$ cat config.mk
export PLATFORM = sky130hd
export DESIGN_NAME = mhr_slave
export DESIGN_NICKNAME = d
export VERILOG_FILES = /design/src/mhr_pkg.sv /design/src/mhr_crc.sv /design/src/mhr_slave.sv
export SDC_FILE = /design/constraint.sdc
export NUM_CORES = 1
export LEC_CHECK = 0
export BUFFER_PORTS_ARGS = -buffer_cell sky130_fd_sc_hd__buf_4
export CAP_MARGIN = 20
export CORE_MARGIN = 2
export CORE_UTILIZATION = 55
export DETAILED_ROUTE_END_ITERATION = 16
export PLACE_DENSITY = 0.74
export REMOVE_ABC_BUFFERS = 1
export SYNTH_ARGS = -nofsm -noshare
export SYNTH_HDL_FRONTEND = slang
export SYNTH_HIERARCHICAL = 1
export SYNTH_SLANG_ARGS = --single-unit
$ cat constraint.sdc
create_clock -name clk -period 5.24 [get_ports clk]
set_input_delay 1.048 -clock clk [delete_from_list [all_inputs] [get_ports clk]]
set_output_delay 1.048 -clock clk [all_outputs]
set_load 0.05 [all_outputs]
$ cat src/mhr_pkg.sv
// Behaviour
// Function 03 reads holding registers, fixed fields.
// Read with address 0 is invalid.
// Read register number is address plus 40001.
// Read count limited to 125 registers.
// Read byte count twice count, 02 to FA.
// Read data high byte first, ascending order.
// Function 06 writes one register, fixed fields.
// Write register number is address plus 40001.
// Write to address 0 is performed broadcast.
// Write response echoes query byte for byte.
// No response to any broadcast query.
// Master waits processing time after broadcast.
// Diagnostics subfunction 00 echoes the query.
// Address byte: 0 broadcast, own station answers.
// CRC sent low byte first, then checked.
// Unsupported function code gives error response.
// Foreign station frames are silently discarded.
// Frames with bad CRC are silently discarded.
package mhr_pkg;
  localparam logic [7:0] MHR_FN_READ = 8'h03;
  localparam logic [7:0] MHR_FN_WRITE = 8'h06;
  localparam logic [7:0] MHR_FN_DIAG = 8'h08;
  localparam logic [7:0] MHR_SUB_ECHO = 8'h00;
  localparam logic [7:0] MHR_BCAST = 8'h00;
  localparam logic [7:0] MHR_STATION_MAX = 8'hF7;
  localparam logic [7:0] MHR_MAX_COUNT = 8'h7D;
  localparam logic [7:0] MHR_ERR_FLAG = 8'h80;
  localparam logic [7:0] MHR_EXC_FUNC = 8'h01;
  localparam logic [15:0] MHR_REG_BASE = 16'h9C41;
  localparam logic [15:0] MHR_CRC_INIT = 16'hFFFF;
  localparam logic [15:0] MHR_CRC_POLY = 16'hA001;
  localparam int MHR_FRAME_LEN = 8;
  localparam logic [3:0] MHR_LAST_IDX = 4'h7;
  typedef enum logic [5:0]
  {
    MHR_IDLE = 6'b00_0001,
    MHR_RECV = 6'b00_0010,
    MHR_EXEC = 6'b00_0100,
    MHR_HEAD = 6'b00_1000,
    MHR_DATA = 6'b01_0000,
    MHR_TAIL = 6'b10_0000
  } mhr_state_e;
endpackage

$ cat src/mhr_crc.sv
`timescale 1ns/1ps
module mhr_crc
  import mhr_pkg::*;
(
  input wire logic clk,
  input wire logic nrst,
  input wire logic clear,
  input wire logic step,
  input wire logic [7:0] data,
  output logic [15:0] crc
);
  logic [15:0] crc_q;
  logic [15:0] crc_d;

  // ----------------------------------------
  // Bytewise CRC update, reflected polynomial.
  // ----------------------------------------
  always_comb
  begin
    crc_d = (clear ? MHR_CRC_INIT : crc_q) ^ {8'h00, data};
    for (int i = 0; i < 8; i++)
    begin
      crc_d = crc_d[0] ? ((crc_d >> 1) ^ MHR_CRC_POLY) : (crc_d >> 1);
    end
  end

  always_ff @(posedge clk or negedge nrst)
  begin
    if (!nrst)
    begin
      crc_q <= MHR_CRC_INIT;
    end
    else if (step)
    begin
      crc_q <= crc_d;
    end
    else if (clear)
    begin
      crc_q <= MHR_CRC_INIT;
    end
  end

  assign crc = crc_q;
endmodule

$ cat src/mhr_slave.sv
`timescale 1ns/1ps
module mhr_slave
  import mhr_pkg::*;
(
  input wire logic clk,
  input wire logic nrst,
  input wire logic [7:0] station,
  input wire logic rx_valid,
  input wire logic [7:0] rx_data,
  input wire logic rx_end,
  input wire logic tx_ready,
  output logic tx_valid,
  output logic [7:0] tx_data,
  output logic tx_last,
  output logic rd_req,
  output logic [15:0] rd_reg,
  input wire logic [15:0] rd_data,
  output logic wr_req,
  output logic [15:0] wr_reg,
  output logic [15:0] wr_data
);
  import mhr_pkg::*;

  mhr_state_e state_q;
  logic [7:0] buf_q [0:MHR_FRAME_LEN-1];
  logic [3:0] rx_cnt_q;
  logic [3:0] tx_idx_q;
  logic [7:0] left_q;
  logic lowb_q;
  logic [15:0] word_q;
  logic [15:0] addr_q;
  logic echo_q;
  logic err_q;
  logic tx_valid_q;
  logic [7:0] tx_data_q;
  logic tx_last_q;
  logic rd_req_q;
  logic [15:0] rd_reg_q;
  logic wr_req_q;
  logic [15:0] wr_reg_q;
  logic [15:0] wr_data_q;
  logic [15:0] rx_crc;
  logic [15:0] tx_crc;
  logic tx_fire;
  logic [7:0] fn;
  logic [15:0] f_addr;
  logic [15:0] f_word;
  logic addr_ok;
  logic bcast;
  logic good_len;
  logic [7:0] next_byte;
  logic tx_step;

  assign fn = buf_q[1];
  assign f_addr = {buf_q[2], buf_q[3]};
  assign f_word = {buf_q[4], buf_q[5]};
  assign bcast = buf_q[0] == MHR_BCAST;
  assign addr_ok = bcast || (buf_q[0] == station && station <= MHR_STATION_MAX);
  assign good_len = rx_cnt_q == 4'(MHR_FRAME_LEN);
  assign tx_fire = tx_valid_q && tx_ready;

  // ----------------------------------------
  // Checksums for reception and transmission.
  // ----------------------------------------
  mhr_crc u_rx_crc
  (
    .clk(clk),
    .nrst(nrst),
    .clear(state_q == MHR_IDLE),
    .step(rx_valid && (state_q == MHR_IDLE || state_q == MHR_RECV)),
    .data(rx_data),
    .crc(rx_crc)
  );

  assign tx_step = tx_fire && state_q != MHR_TAIL;

  mhr_crc u_tx_crc
  (
    .clk(clk),
    .nrst(nrst),
    .clear(state_q == MHR_EXEC),
    .step(tx_step),
    .data(tx_data_q),
    .crc(tx_crc)
  );

  // ----------------------------------------
  // Frame capture.
  // ----------------------------------------
  always_ff @(posedge clk or negedge nrst)
  begin
    if (!nrst)
    begin
      rx_cnt_q <= 4'h0;
      for (int i = 0; i < MHR_FRAME_LEN; i++)
      begin
        buf_q[i] <= 8'h00;
      end
    end
    else if (rx_valid && (state_q == MHR_IDLE || state_q == MHR_RECV))
    begin
      if (state_q == MHR_IDLE)
      begin
        rx_cnt_q <= 4'h1;
        buf_q[0] <= rx_data;
      end
      else if (rx_cnt_q < 4'(MHR_FRAME_LEN))
      begin
        buf_q[rx_cnt_q[2:0]] <= rx_data;
        rx_cnt_q <= rx_cnt_q + 4'h1;
      end
      else
      begin
        rx_cnt_q <= 4'hF;
      end
    end
  end

  // ----------------------------------------
  // Sequencer.
  // ----------------------------------------
  always_ff @(posedge clk or negedge nrst)
  begin
    if (!nrst)
    begin
      state_q <= MHR_IDLE;
      echo_q <= 1'b0;
      err_q <= 1'b0;
      left_q <= 8'h00;
      addr_q <= 16'h0000;
      tx_idx_q <= 4'h0;
      lowb_q <= 1'b0;
      word_q <= 16'h0000;
    end
    else
    begin
      case (state_q)
        MHR_IDLE:
        begin
          if (rx_valid)
          begin
            state_q <= MHR_RECV;
          end
        end
        MHR_RECV:
        begin
          if (rx_end)
          begin
            state_q <= MHR_IDLE;
            // A good frame leaves a residue of zero once its CRC is included.
            if (good_len && rx_crc == 16'h0000 && addr_ok)
            begin
              echo_q <= 1'b0;
              err_q <= 1'b0;
              tx_idx_q <= 4'h0;
              if (fn == MHR_FN_READ)
              begin
                if (!bcast && f_word != 16'h0000 && f_word <= {8'h00, MHR_MAX_COUNT})
                begin
                  left_q <= f_word[7:0];
                  addr_q <= f_addr;
                  state_q <= MHR_EXEC;
                end
              end
              else if (fn == MHR_FN_WRITE)
              begin
                echo_q <= 1'b1;
                state_q <= bcast ? MHR_IDLE : MHR_EXEC;
              end
              else if (fn == MHR_FN_DIAG && !bcast && f_addr == {MHR_SUB_ECHO, MHR_SUB_ECHO})
              begin
                echo_q <= 1'b1;
                state_q <= MHR_EXEC;
              end
              else if (!bcast)
              begin
                err_q <= 1'b1;
                state_q <= MHR_EXEC;
              end
            end
          end
        end
        MHR_EXEC:
        begin
          state_q <= MHR_HEAD;
        end
        MHR_HEAD:
        begin
          if (tx_fire)
          begin
            tx_idx_q <= tx_idx_q + 4'h1;
            if (echo_q && tx_idx_q == MHR_LAST_IDX)
            begin
              state_q <= MHR_IDLE;
            end
            else if (!echo_q && tx_idx_q == 4'h2)
            begin
              state_q <= err_q ? MHR_TAIL : MHR_DATA;
              lowb_q <= 1'b0;
              word_q <= rd_data;
              tx_idx_q <= 4'h0;
            end
          end
        end
        MHR_DATA:
        begin
          if (tx_fire)
          begin
            lowb_q <= !lowb_q;
            if (lowb_q)
            begin
              left_q <= left_q - 8'h01;
              addr_q <= addr_q + 16'h0001;
              word_q <= rd_data;
              if (left_q == 8'h01)
              begin
                state_q <= MHR_TAIL;
              end
            end
          end
        end
        MHR_TAIL:
        begin
          if (tx_fire)
          begin
            tx_idx_q <= tx_idx_q + 4'h1;
            if (tx_idx_q == 4'h1)
            begin
              state_q <= MHR_IDLE;
            end
          end
        end
        default:
        begin
          state_q <= MHR_IDLE;
        end
      endcase
    end
  end

  // ----------------------------------------
  // Next outgoing byte.
  // ----------------------------------------
  always_comb
  begin
    next_byte = 8'h00;
    case (state_q)
      MHR_EXEC:
      begin
        next_byte = buf_q[0];
      end
      MHR_HEAD:
      begin
        if (echo_q)
        begin
          next_byte = buf_q[tx_idx_q[2:0] + 3'h1];
        end
        else if (tx_idx_q == 4'h0)
        begin
          next_byte = err_q ? (fn | MHR_ERR_FLAG) : fn;
        end
        else if (tx_idx_q == 4'h1)
        begin
          next_byte = err_q ? MHR_EXC_FUNC : {left_q[6:0], 1'b0};
        end
        else
        begin
          next_byte = err_q ? tx_crc_next_lo() : rd_data[15:8];
        end
      end
      MHR_DATA:
      begin
        next_byte = lowb_q ? rd_data[15:8] : word_q[7:0];
      end
      MHR_TAIL:
      begin
        next_byte = tx_crc[15:8];
      end
      default:
      begin
        next_byte = 8'h00;
      end
    endcase
  end

  function automatic logic [7:0] tx_crc_next_lo();
    tx_crc_next_lo = 8'h00;
  endfunction

  // ----------------------------------------
  // Transmit stream register.
  // ----------------------------------------
  always_ff @(posedge clk or negedge nrst)
  begin
    if (!nrst)
    begin
      tx_valid_q <= 1'b0;
      tx_data_q <= 8'h00;
      tx_last_q <= 1'b0;
    end
    else if (state_q == MHR_EXEC)
    begin
      tx_valid_q <= 1'b1;
      tx_data_q <= next_byte;
      tx_last_q <= 1'b0;
    end
    else if (tx_fire)
    begin
      if (tx_last_q)
      begin
        tx_valid_q <= 1'b0;
        tx_last_q <= 1'b0;
      end
      else if (!echo_q && ((state_q == MHR_DATA && lowb_q && left_q == 8'h01) ||
               (state_q == MHR_HEAD && err_q && tx_idx_q == 4'h2)))
      begin
        tx_data_q <= tx_crc_after(tx_crc, tx_data_q);
      end
      else if (state_q == MHR_TAIL)
      begin
        tx_data_q <= next_byte;
        tx_last_q <= 1'b1;
      end
      else
      begin
        tx_data_q <= next_byte;
        tx_last_q <= echo_q && tx_idx_q == MHR_LAST_IDX - 4'h1;
      end
    end
  end

  function automatic logic [7:0] tx_crc_after(input logic [15:0] c, input logic [7:0] d);
    logic [15:0] v;
    v = c ^ {8'h00, d};
    for (int i = 0; i < 8; i++)
    begin
      v = v[0] ? ((v >> 1) ^ MHR_CRC_POLY) : (v >> 1);
    end
    tx_crc_after = v[7:0];
  endfunction

  // ----------------------------------------
  // Register access.
  // ----------------------------------------
  always_ff @(posedge clk or negedge nrst)
  begin
    if (!nrst)
    begin
      rd_req_q <= 1'b0;
      rd_reg_q <= 16'h0000;
      wr_req_q <= 1'b0;
      wr_reg_q <= 16'h0000;
      wr_data_q <= 16'h0000;
    end
    else
    begin
      rd_req_q <= state_q == MHR_EXEC || state_q == MHR_DATA;
      // In the data phase the register bus looks one register ahead, so the next high byte is ready in time.
      rd_reg_q <= (state_q == MHR_DATA ? addr_q + 16'h0001 : addr_q) + MHR_REG_BASE;
      wr_req_q <= rx_end && state_q == MHR_RECV && good_len && rx_crc == 16'h0000 && addr_ok &&
                  fn == MHR_FN_WRITE;
      wr_reg_q <= f_addr + MHR_REG_BASE;
      wr_data_q <= f_word;
    end
  end

  assign tx_valid = tx_valid_q;
  assign tx_data = tx_data_q;
  assign tx_last = tx_last_q;
  assign rd_req = rd_req_q;
  assign rd_reg = rd_reg_q;
  assign wr_req = wr_req_q;
  assign wr_reg = wr_reg_q;
  assign wr_data = wr_data_q;

  // ----------------------------------------
  // Checks.
  // ----------------------------------------
  AST_BCAST_SILENT: assert property (@(posedge clk) disable iff (!nrst)
    (state_q == MHR_RECV && rx_end && bcast) |=> state_q == MHR_IDLE)
    else $error("Broadcast started a response.");
  AST_BCAST_WRITE: assert property (@(posedge clk) disable iff (!nrst)
    (state_q == MHR_RECV && rx_end && good_len && rx_crc == 16'h0000 && bcast && fn == MHR_FN_WRITE) |=> wr_req)
    else $error("Broadcast write not performed.");
  AST_WR_OFFSET: assert property (@(posedge clk) disable iff (!nrst)
    wr_req |-> wr_reg == $past(f_addr) + MHR_REG_BASE)
    else $error("Write register offset wrong.");
  AST_BAD_CRC: assert property (@(posedge clk) disable iff (!nrst)
    (state_q == MHR_RECV && rx_end && rx_crc != 16'h0000) |=> (state_q == MHR_IDLE && !wr_req))
    else $error("Bad frame accepted.");
  AST_FOREIGN: assert property (@(posedge clk) disable iff (!nrst)
    (state_q == MHR_RECV && rx_end && !addr_ok) |=> state_q == MHR_IDLE)
    else $error("Foreign frame accepted.");
  AST_COUNT: assert property (@(posedge clk) disable iff (!nrst)
    (state_q == MHR_RECV && rx_end && fn == MHR_FN_READ && f_word > 16'h007D) |=> state_q == MHR_IDLE)
    else $error("Oversized read accepted.");
  AST_READ_BCAST: assert property (@(posedge clk) disable iff (!nrst)
    (state_q == MHR_RECV && rx_end && fn == MHR_FN_READ && bcast) |=> state_q == MHR_IDLE)
    else $error("Broadcast read accepted.");
  AST_START_ADDR: assert property (@(posedge clk) disable iff (!nrst)
    (state_q == MHR_EXEC) |=> tx_valid && tx_data == $past(buf_q[0]))
    else $error("Response does not start with address.");
endmodule

Yosys cells after proc, flatten, opt, wreduce, memory -nomap -nowiden

Index checks and enable logic that the tools add are counted.

Register bits after elaboration: 205
Output and inout port bits: 60
Word-level logic and storage cells: 270

Magnitude comparators: 6
Equal/unequal tests: 32
Add/sub/neg operators: 7
Reduce and logical (&&, ||, !) cells: 52
Bitwise operators: 30
Muxes and demuxes: 116

Operators by type and width:

| cell                                                                              | number |
|---|---|
| 16-bit two-way mux                                                                | 27 |
| 8-bit two-way mux                                                                 | 26 |
| 6-bit two-way mux                                                                 | 13 |
| 64-bit bitwise mux                                                                | 1 |
| 64-bit two-way mux                                                                | 1 |
| 2-bit inverter with 3-bit output                                                  | 16 |
| 16-bit by 8-bit XOR with 16-bit output                                            | 3 |
| 6-bit case mux with 6 select lines                                                | 1 |
| 16-bit adder, second input constant                                               | 2 |
| 16-bit zero test                                                                  | 2 |
| 4-bit two-way mux                                                                 | 8 |
| 16-bit case mux with 2 select lines                                               | 1 |
| 8-bit case mux with 2 select lines                                                | 2 |
| 8-bit case mux with 4 select lines                                                | 1 |
| 14-bit two-way mux                                                                | 2 |
| 1-bit two-way mux                                                                 | 25 |
| 8-bit binary-select mux with 3-bit select                                         | 1 |
| 8-bit demux with 3-bit select                                                     | 1 |
| 1-bit logical AND                                                                 | 24 |
| 2-bit != test, second input constant                                              | 10 |
| 16-bit by 1-bit adder with 16-bit output, second input constant                   | 1 |
| 16-bit by 7-bit less-or-equal comparator with 1-bit output, second input constant | 1 |
| 16-bit nonzero test                                                               | 1 |
| 3-bit two-way mux                                                                 | 4 |
| other kinds (42)                                                                  | 69 |

Longest topological paths before layout

Depth after elaboration: 20
Depth in mapped cells: 14
Depth with buffers taken out: 11

Cells and area by module

Netlist, hierarchy kept.

By module, submodules not included:

| module    | times used | cells each | area an instance (um^2) | sequential area each (um^2) |
|---|---|---|---|---|
| mhr_slave | 1          | 899        | 9564.2                  | 4330.4 |
| mhr_crc   | 2          | 114        | 1061.0                  | 420.4 |

Least setup slack after synthesis

Ideal clock, no wire load.

Path type: register to register
Start point: register state_q[1]
End point: register rd_reg_q[14] (netlist: rd_reg[14])
Required time: 5.161 ns
Cell stages (with the launch flop): 15
Buffers on the path: 3
Path slack: 1.812 ns
Setup time: 0.079 ns
Data arrival time: 3.349 ns
Cell sequence: dfrtp_1 -> or4_4 -> nor2_2 -> buf_4 -> clkbuf_1 -> clkbuf_1 -> nand2_1 -> nand2_1 -> ha_1 -> inv_1 -> a31o_2 -> o21a_1 -> o31ai_1 -> mux2i_1 -> xor2_1

Longest elaborated chain between the ends: 3

Ends and longest elaborated chain:

| item                                           | RTL line         | RTL |
|---|---|---|
| start: declaration                             | mhr_slave.sv:24  | `mhr_state_e state_q;` |
| start signal: assignment                       | mhr_slave.sv:168 | `state_q <= bcast ? MHR_IDLE : MHR_EXEC;` |
| start signal: assignment                       | mhr_slave.sv:198 | `state_q <= err_q ? MHR_TAIL : MHR_DATA;` |
| 6-bit by 5-bit equality test with 1-bit output | mhr_slave.sv:359 | `rd_reg_q <= (state_q == MHR_DATA ? addr_q + 16'h0001 : addr_q) + MHR_REG_BASE;` |
| 16-bit two-way mux                             | mhr_slave.sv:359 |  |
| 16-bit adder                                   | mhr_slave.sv:359 |  |
| end signal: assignment                         | mhr_slave.sv:359 |  |
| end: declaration                               | mhr_slave.sv:38  | `logic [15:0] rd_reg_q;` |

No other way between the ends.
A chain may end at the register's enable or synchronous reset.

Worst setup path in the final report

Start point: register state_q[3]
End point: register u_rx_crc.crc_q[0] (netlist: u_rx_crc/crc[0])

Longest elaborated chain between the ends: 13

Ends and longest elaborated chain:

| item                                                                                       | RTL line                         | RTL |
|---|---|---|
| 6-bit by 1-bit equality test with 1-bit output                                             | mhr_slave.sv:69, mhr_slave.sv:70 |  |
| 16-bit two-way mux                                                                         | -                                |  |
| 16-bit by 8-bit XOR with 16-bit output                                                     | mhr_crc.sv:20                    | `crc_d = (clear ? MHR_CRC_INIT : crc_q) ^ {8'h00, data};` |
| 16-bit two-way mux / 2-bit inverter with 3-bit output (equally long branches) (7 in a row) | -                                |  |
| 2-bit inverter with 3-bit output (no line) / 16-bit two-way mux (equally long branches)    | -                                |  |
| 16-bit two-way mux                                                                         | mhr_crc.sv:23                    | `crc_d = crc_d[0] ? ((crc_d >> 1) ^ MHR_CRC_POLY) : (crc_d >> 1);` |
| 16-bit two-way mux (*)                                                                     | mhr_crc.sv:33                    | `else if (step)` |
| end signal: assignment                                                                     | mhr_crc.sv:35                    | `crc_q <= crc_d;` |
| end: declaration                                                                           | mhr_crc.sv:12                    | `logic [15:0] crc_q;` |

Every way passes the cells marked *; elsewhere a longest branch is shown, timed or not.

==> results.yml <==
power_and_ir_drop:
  power_mw: 5.43
  max-vdd-ir-drop_v: 0.000273
  cellLeakagePower_nw: 5.74
  power_density_nw_per_um2: 405
timing:
  clock.fmax_mhz: 266
  final_max_slew_viol_count: 0
  fin_tns_setup_ns: 0
  finalHoldViolations: 0
  tightest_slew_ns: 1.01
  skew_ns: 0.0127
  grt_setup_unrepaired: "no"
  finalCritPeriodShare: 0.716
  setup_viol: 0
  layout_min_cycle_time_ns: 3.75
  relSlewSlack: 0.328
synth:
  avgSynthCellArea_um2: 10.4
  yosys_warnings: 6
  synth_edf_count: 0
  synth_commonest_cells: "dfrtp_1 (172), nor2_1 (96), mux2_2 (85)"
  synth_top_cell_by_area: "dfrtp_1"
  synthFlopType: "dfrtp_1"
  ys_ff_latch: 205
  syn_area_um2: 11700
  yosysMostFrequentCell: "dfrtp_1"
  ys_seq_area_frac: 0.443
  ys_async_sr_fraction: 1.00
  synth_area_leaders: "dfrtp_1 (37%), mux2_2 (8.2%), dfstp_2 (7.4%)"
  synth_cells: 1127
  yosys.cell_types.count: 80
  synth_top_area_frac: 0.368
place:
  numPortBuffers: 96
  dpl.hpwl_um: 20800
  place.gp.congestion: 0.910
setup_path:
  r2r_start: "state_q[3]$_DFFE_PN0P_"
  start_kind: "flip-flop"
  max_stage_delay_ns: 0.62
  crit_arrival_ns: 4.19
  end_kind: "flip-flop"
  path_class: "reg2reg"
  path_cells: "or4_1 > or3b_2 > inv_1 > inv_1 > and3_1 > o211a_1 > or4_4 > a2111oi_4 > a211oi_2"
  cpLargestDelayFamily: "simple AND/OR/NAND/NOR gates"
  rr_worst_depth: 9
  critical_path.slowest_cell: "or3b_2"
  cpMostUsedCell: "inv_1"
  crit_required_ns: 5.68
  reg2reg_setup_slack_ns: 1.49
  r2r_end: "u_rx_crc/crc[0]$_DFF_PN1_"
  crit_fanout: 13
  critical_path_buf_inv_count: 2
flow_run:
  drv_cap: 0
drt:
  wl_met2_um: 14100
  wl_per_cell_um: 20.0
  drc: 0
  wl_met3_um: 2000
  drt_wl_total_um: 29900
  viasPerCell: 6.24
  drt_first_pass_iters: 8
  drt_iter0_markers: 848
  m1WireLength_um: 12800
  antenna_left: 0
  top_layer_used: "met4"
  num_vias: 9298
cts:
  cts_buffers: 23
  htree_levels: 1
  clk_latency_ns: 0.52
  cts_tree: "yes"
  postCtsHoldBufs: 0
  cts_buffer_depth: 3
  clock-sinks: 205
  ctsResizeCount: 0
  clkSlewWorstSetupHoldPaths_ns: 0.06
  post-cts-setup-buffers: 0
  root_buffer: "clkbuf_16"
floorplanning:
  core_area_um2: 21000
  die-width_um: 150
  num_rows: 53
  initial_core_util: 0.558
  die_h_um: 150
  ioPinCount: 97
  die_area_um2: 22400
final_layout:
  largest_reg_flops: 56
  drive_gt1_frac: 0.269
  fillers: 1681
  largest-register: "buf_q"
  diodes: 0
  areaGrowthSynthToFinish_pct: 14.7
  nets: 1248
grt:
  grt_pass1_wl_um: 47900
  grt_pass1_vias: 8837
  antenna_found_initial: 0
  overflow: 0
  gr-usage-all-layers: 0.269
  grt_start_max_net_pins: 124
worst_hold_path:
  hold_depth: 0
  hold_end: "wr_data[11]$_DFF_PN0_"
  min_path_type: "reg2reg"
  min_from: "buf_q[27]$_DFFE_PN0P_"
status:
  status: "completed"
==> metrics by stage <==
step                      setup WS [ns]  hold WS (ns)   util  instances  cell area [um2]
after detailed placement           1.33         0.421  0.601       1447            12600
after CTS                          1.52         0.439  0.639       1489            13400
after global routing               1.17         0.456  0.640       1491            13400
final                              1.49         0.440  0.640       1491            13400
after floorplan                  0.0930         0.386      -       1066            11400
after global placement             1.45         0.419  0.601       1447            12600
==> worst max-delay path by stage <==
stage                                       from                   endpoint  slack, ns  cells after the start
after floorplan           state_q[1]$_DFFE_PN0P_  u_tx_crc/crc[0]$_DFF_PN1_       0.09                      8
after global placement                station[1]      left_q[7]$_DFFE_PN0P_       1.45                      8
after detailed placement              station[1]      left_q[7]$_DFFE_PN0P_       1.33                      8
after CTS                 state_q[4]$_DFFE_PN0P_  u_rx_crc/crc[0]$_DFF_PN1_       1.52                      9
after global routing      state_q[1]$_DFFE_PN0P_       rd_reg[14]$_DFF_PN0_       1.17                     10
final                     state_q[3]$_DFFE_PN0P_  u_rx_crc/crc[0]$_DFF_PN1_       1.49                      9
==> metal layers <==
layer | vias to the layer above | global-route usage
met4 | 0 | 0.0816
li1 | 4292 | -
met1 | 4595 | 0.388
met2 | 356 | 0.426
met5 | - | 0
met3 | 55 | 0.0369
==> kinds of logic (layout without fill, tap and decap cells) <==
| group | after synthesis | after routing | synth area share |
|---|---|---|---|
| flops | 205 | 205 | 0.443 |
| simple gates | 353 | 353 | 0.163 |
| xor+xnor | 90 | 90 | 0.0675 |
| fa+ha+maj | 12 | 12 | 0.0128 |
| compound gates | 257 | 257 | 0.153 |
| buf+inv | 88 | 177 | 0.0308 |
| mux | 122 | 122 | 0.131 |
==> layout make-up <==
| cell class | instances | area [um2] | area share |
|---|---|---|---|
| Multi-Input combinational cell | 834 | 6160 | 0.460 |
| Timing Repair Buffer | 108 | 833 | 0.0621 |
| Clock buffer | 31 | 656 | 0.0489 |
| Sequential cell | 205 | 5170 | 0.386 |
| Tap cell | 275 | 344 | 0.0257 |
| Clock inverter | 11 | 138 | 0.0103 |
| Inverter | 27 | 101 | 0.00756 |
==> layout by cell type, fill, tap and decap left out, types with 21 or more instances in the layout <==
cell and count:
mux2i_1 21, dfstp_2 33, a21oi_1 46, clkbuf_16 23, buf_4 105, xor2_1 30, o21ai_0 62, mux2_2 85
nand2_1 76, dfrtp_1 172, nand3_1 33, nor2_1 96, xnor2_1 60, inv_1 27
==> power breakdown <==
| part | switching (mW) | internal [mW] | leakage [nW] |
|---|---|---|---|
| Clock | 0.647 | 1.03 | 0.397 |
| Sequential | 0.410 | 1.89 | 2.62 |
| Combinational | 0.859 | 0.601 | 2.72 |
Power figures use the tool's default switching activity.
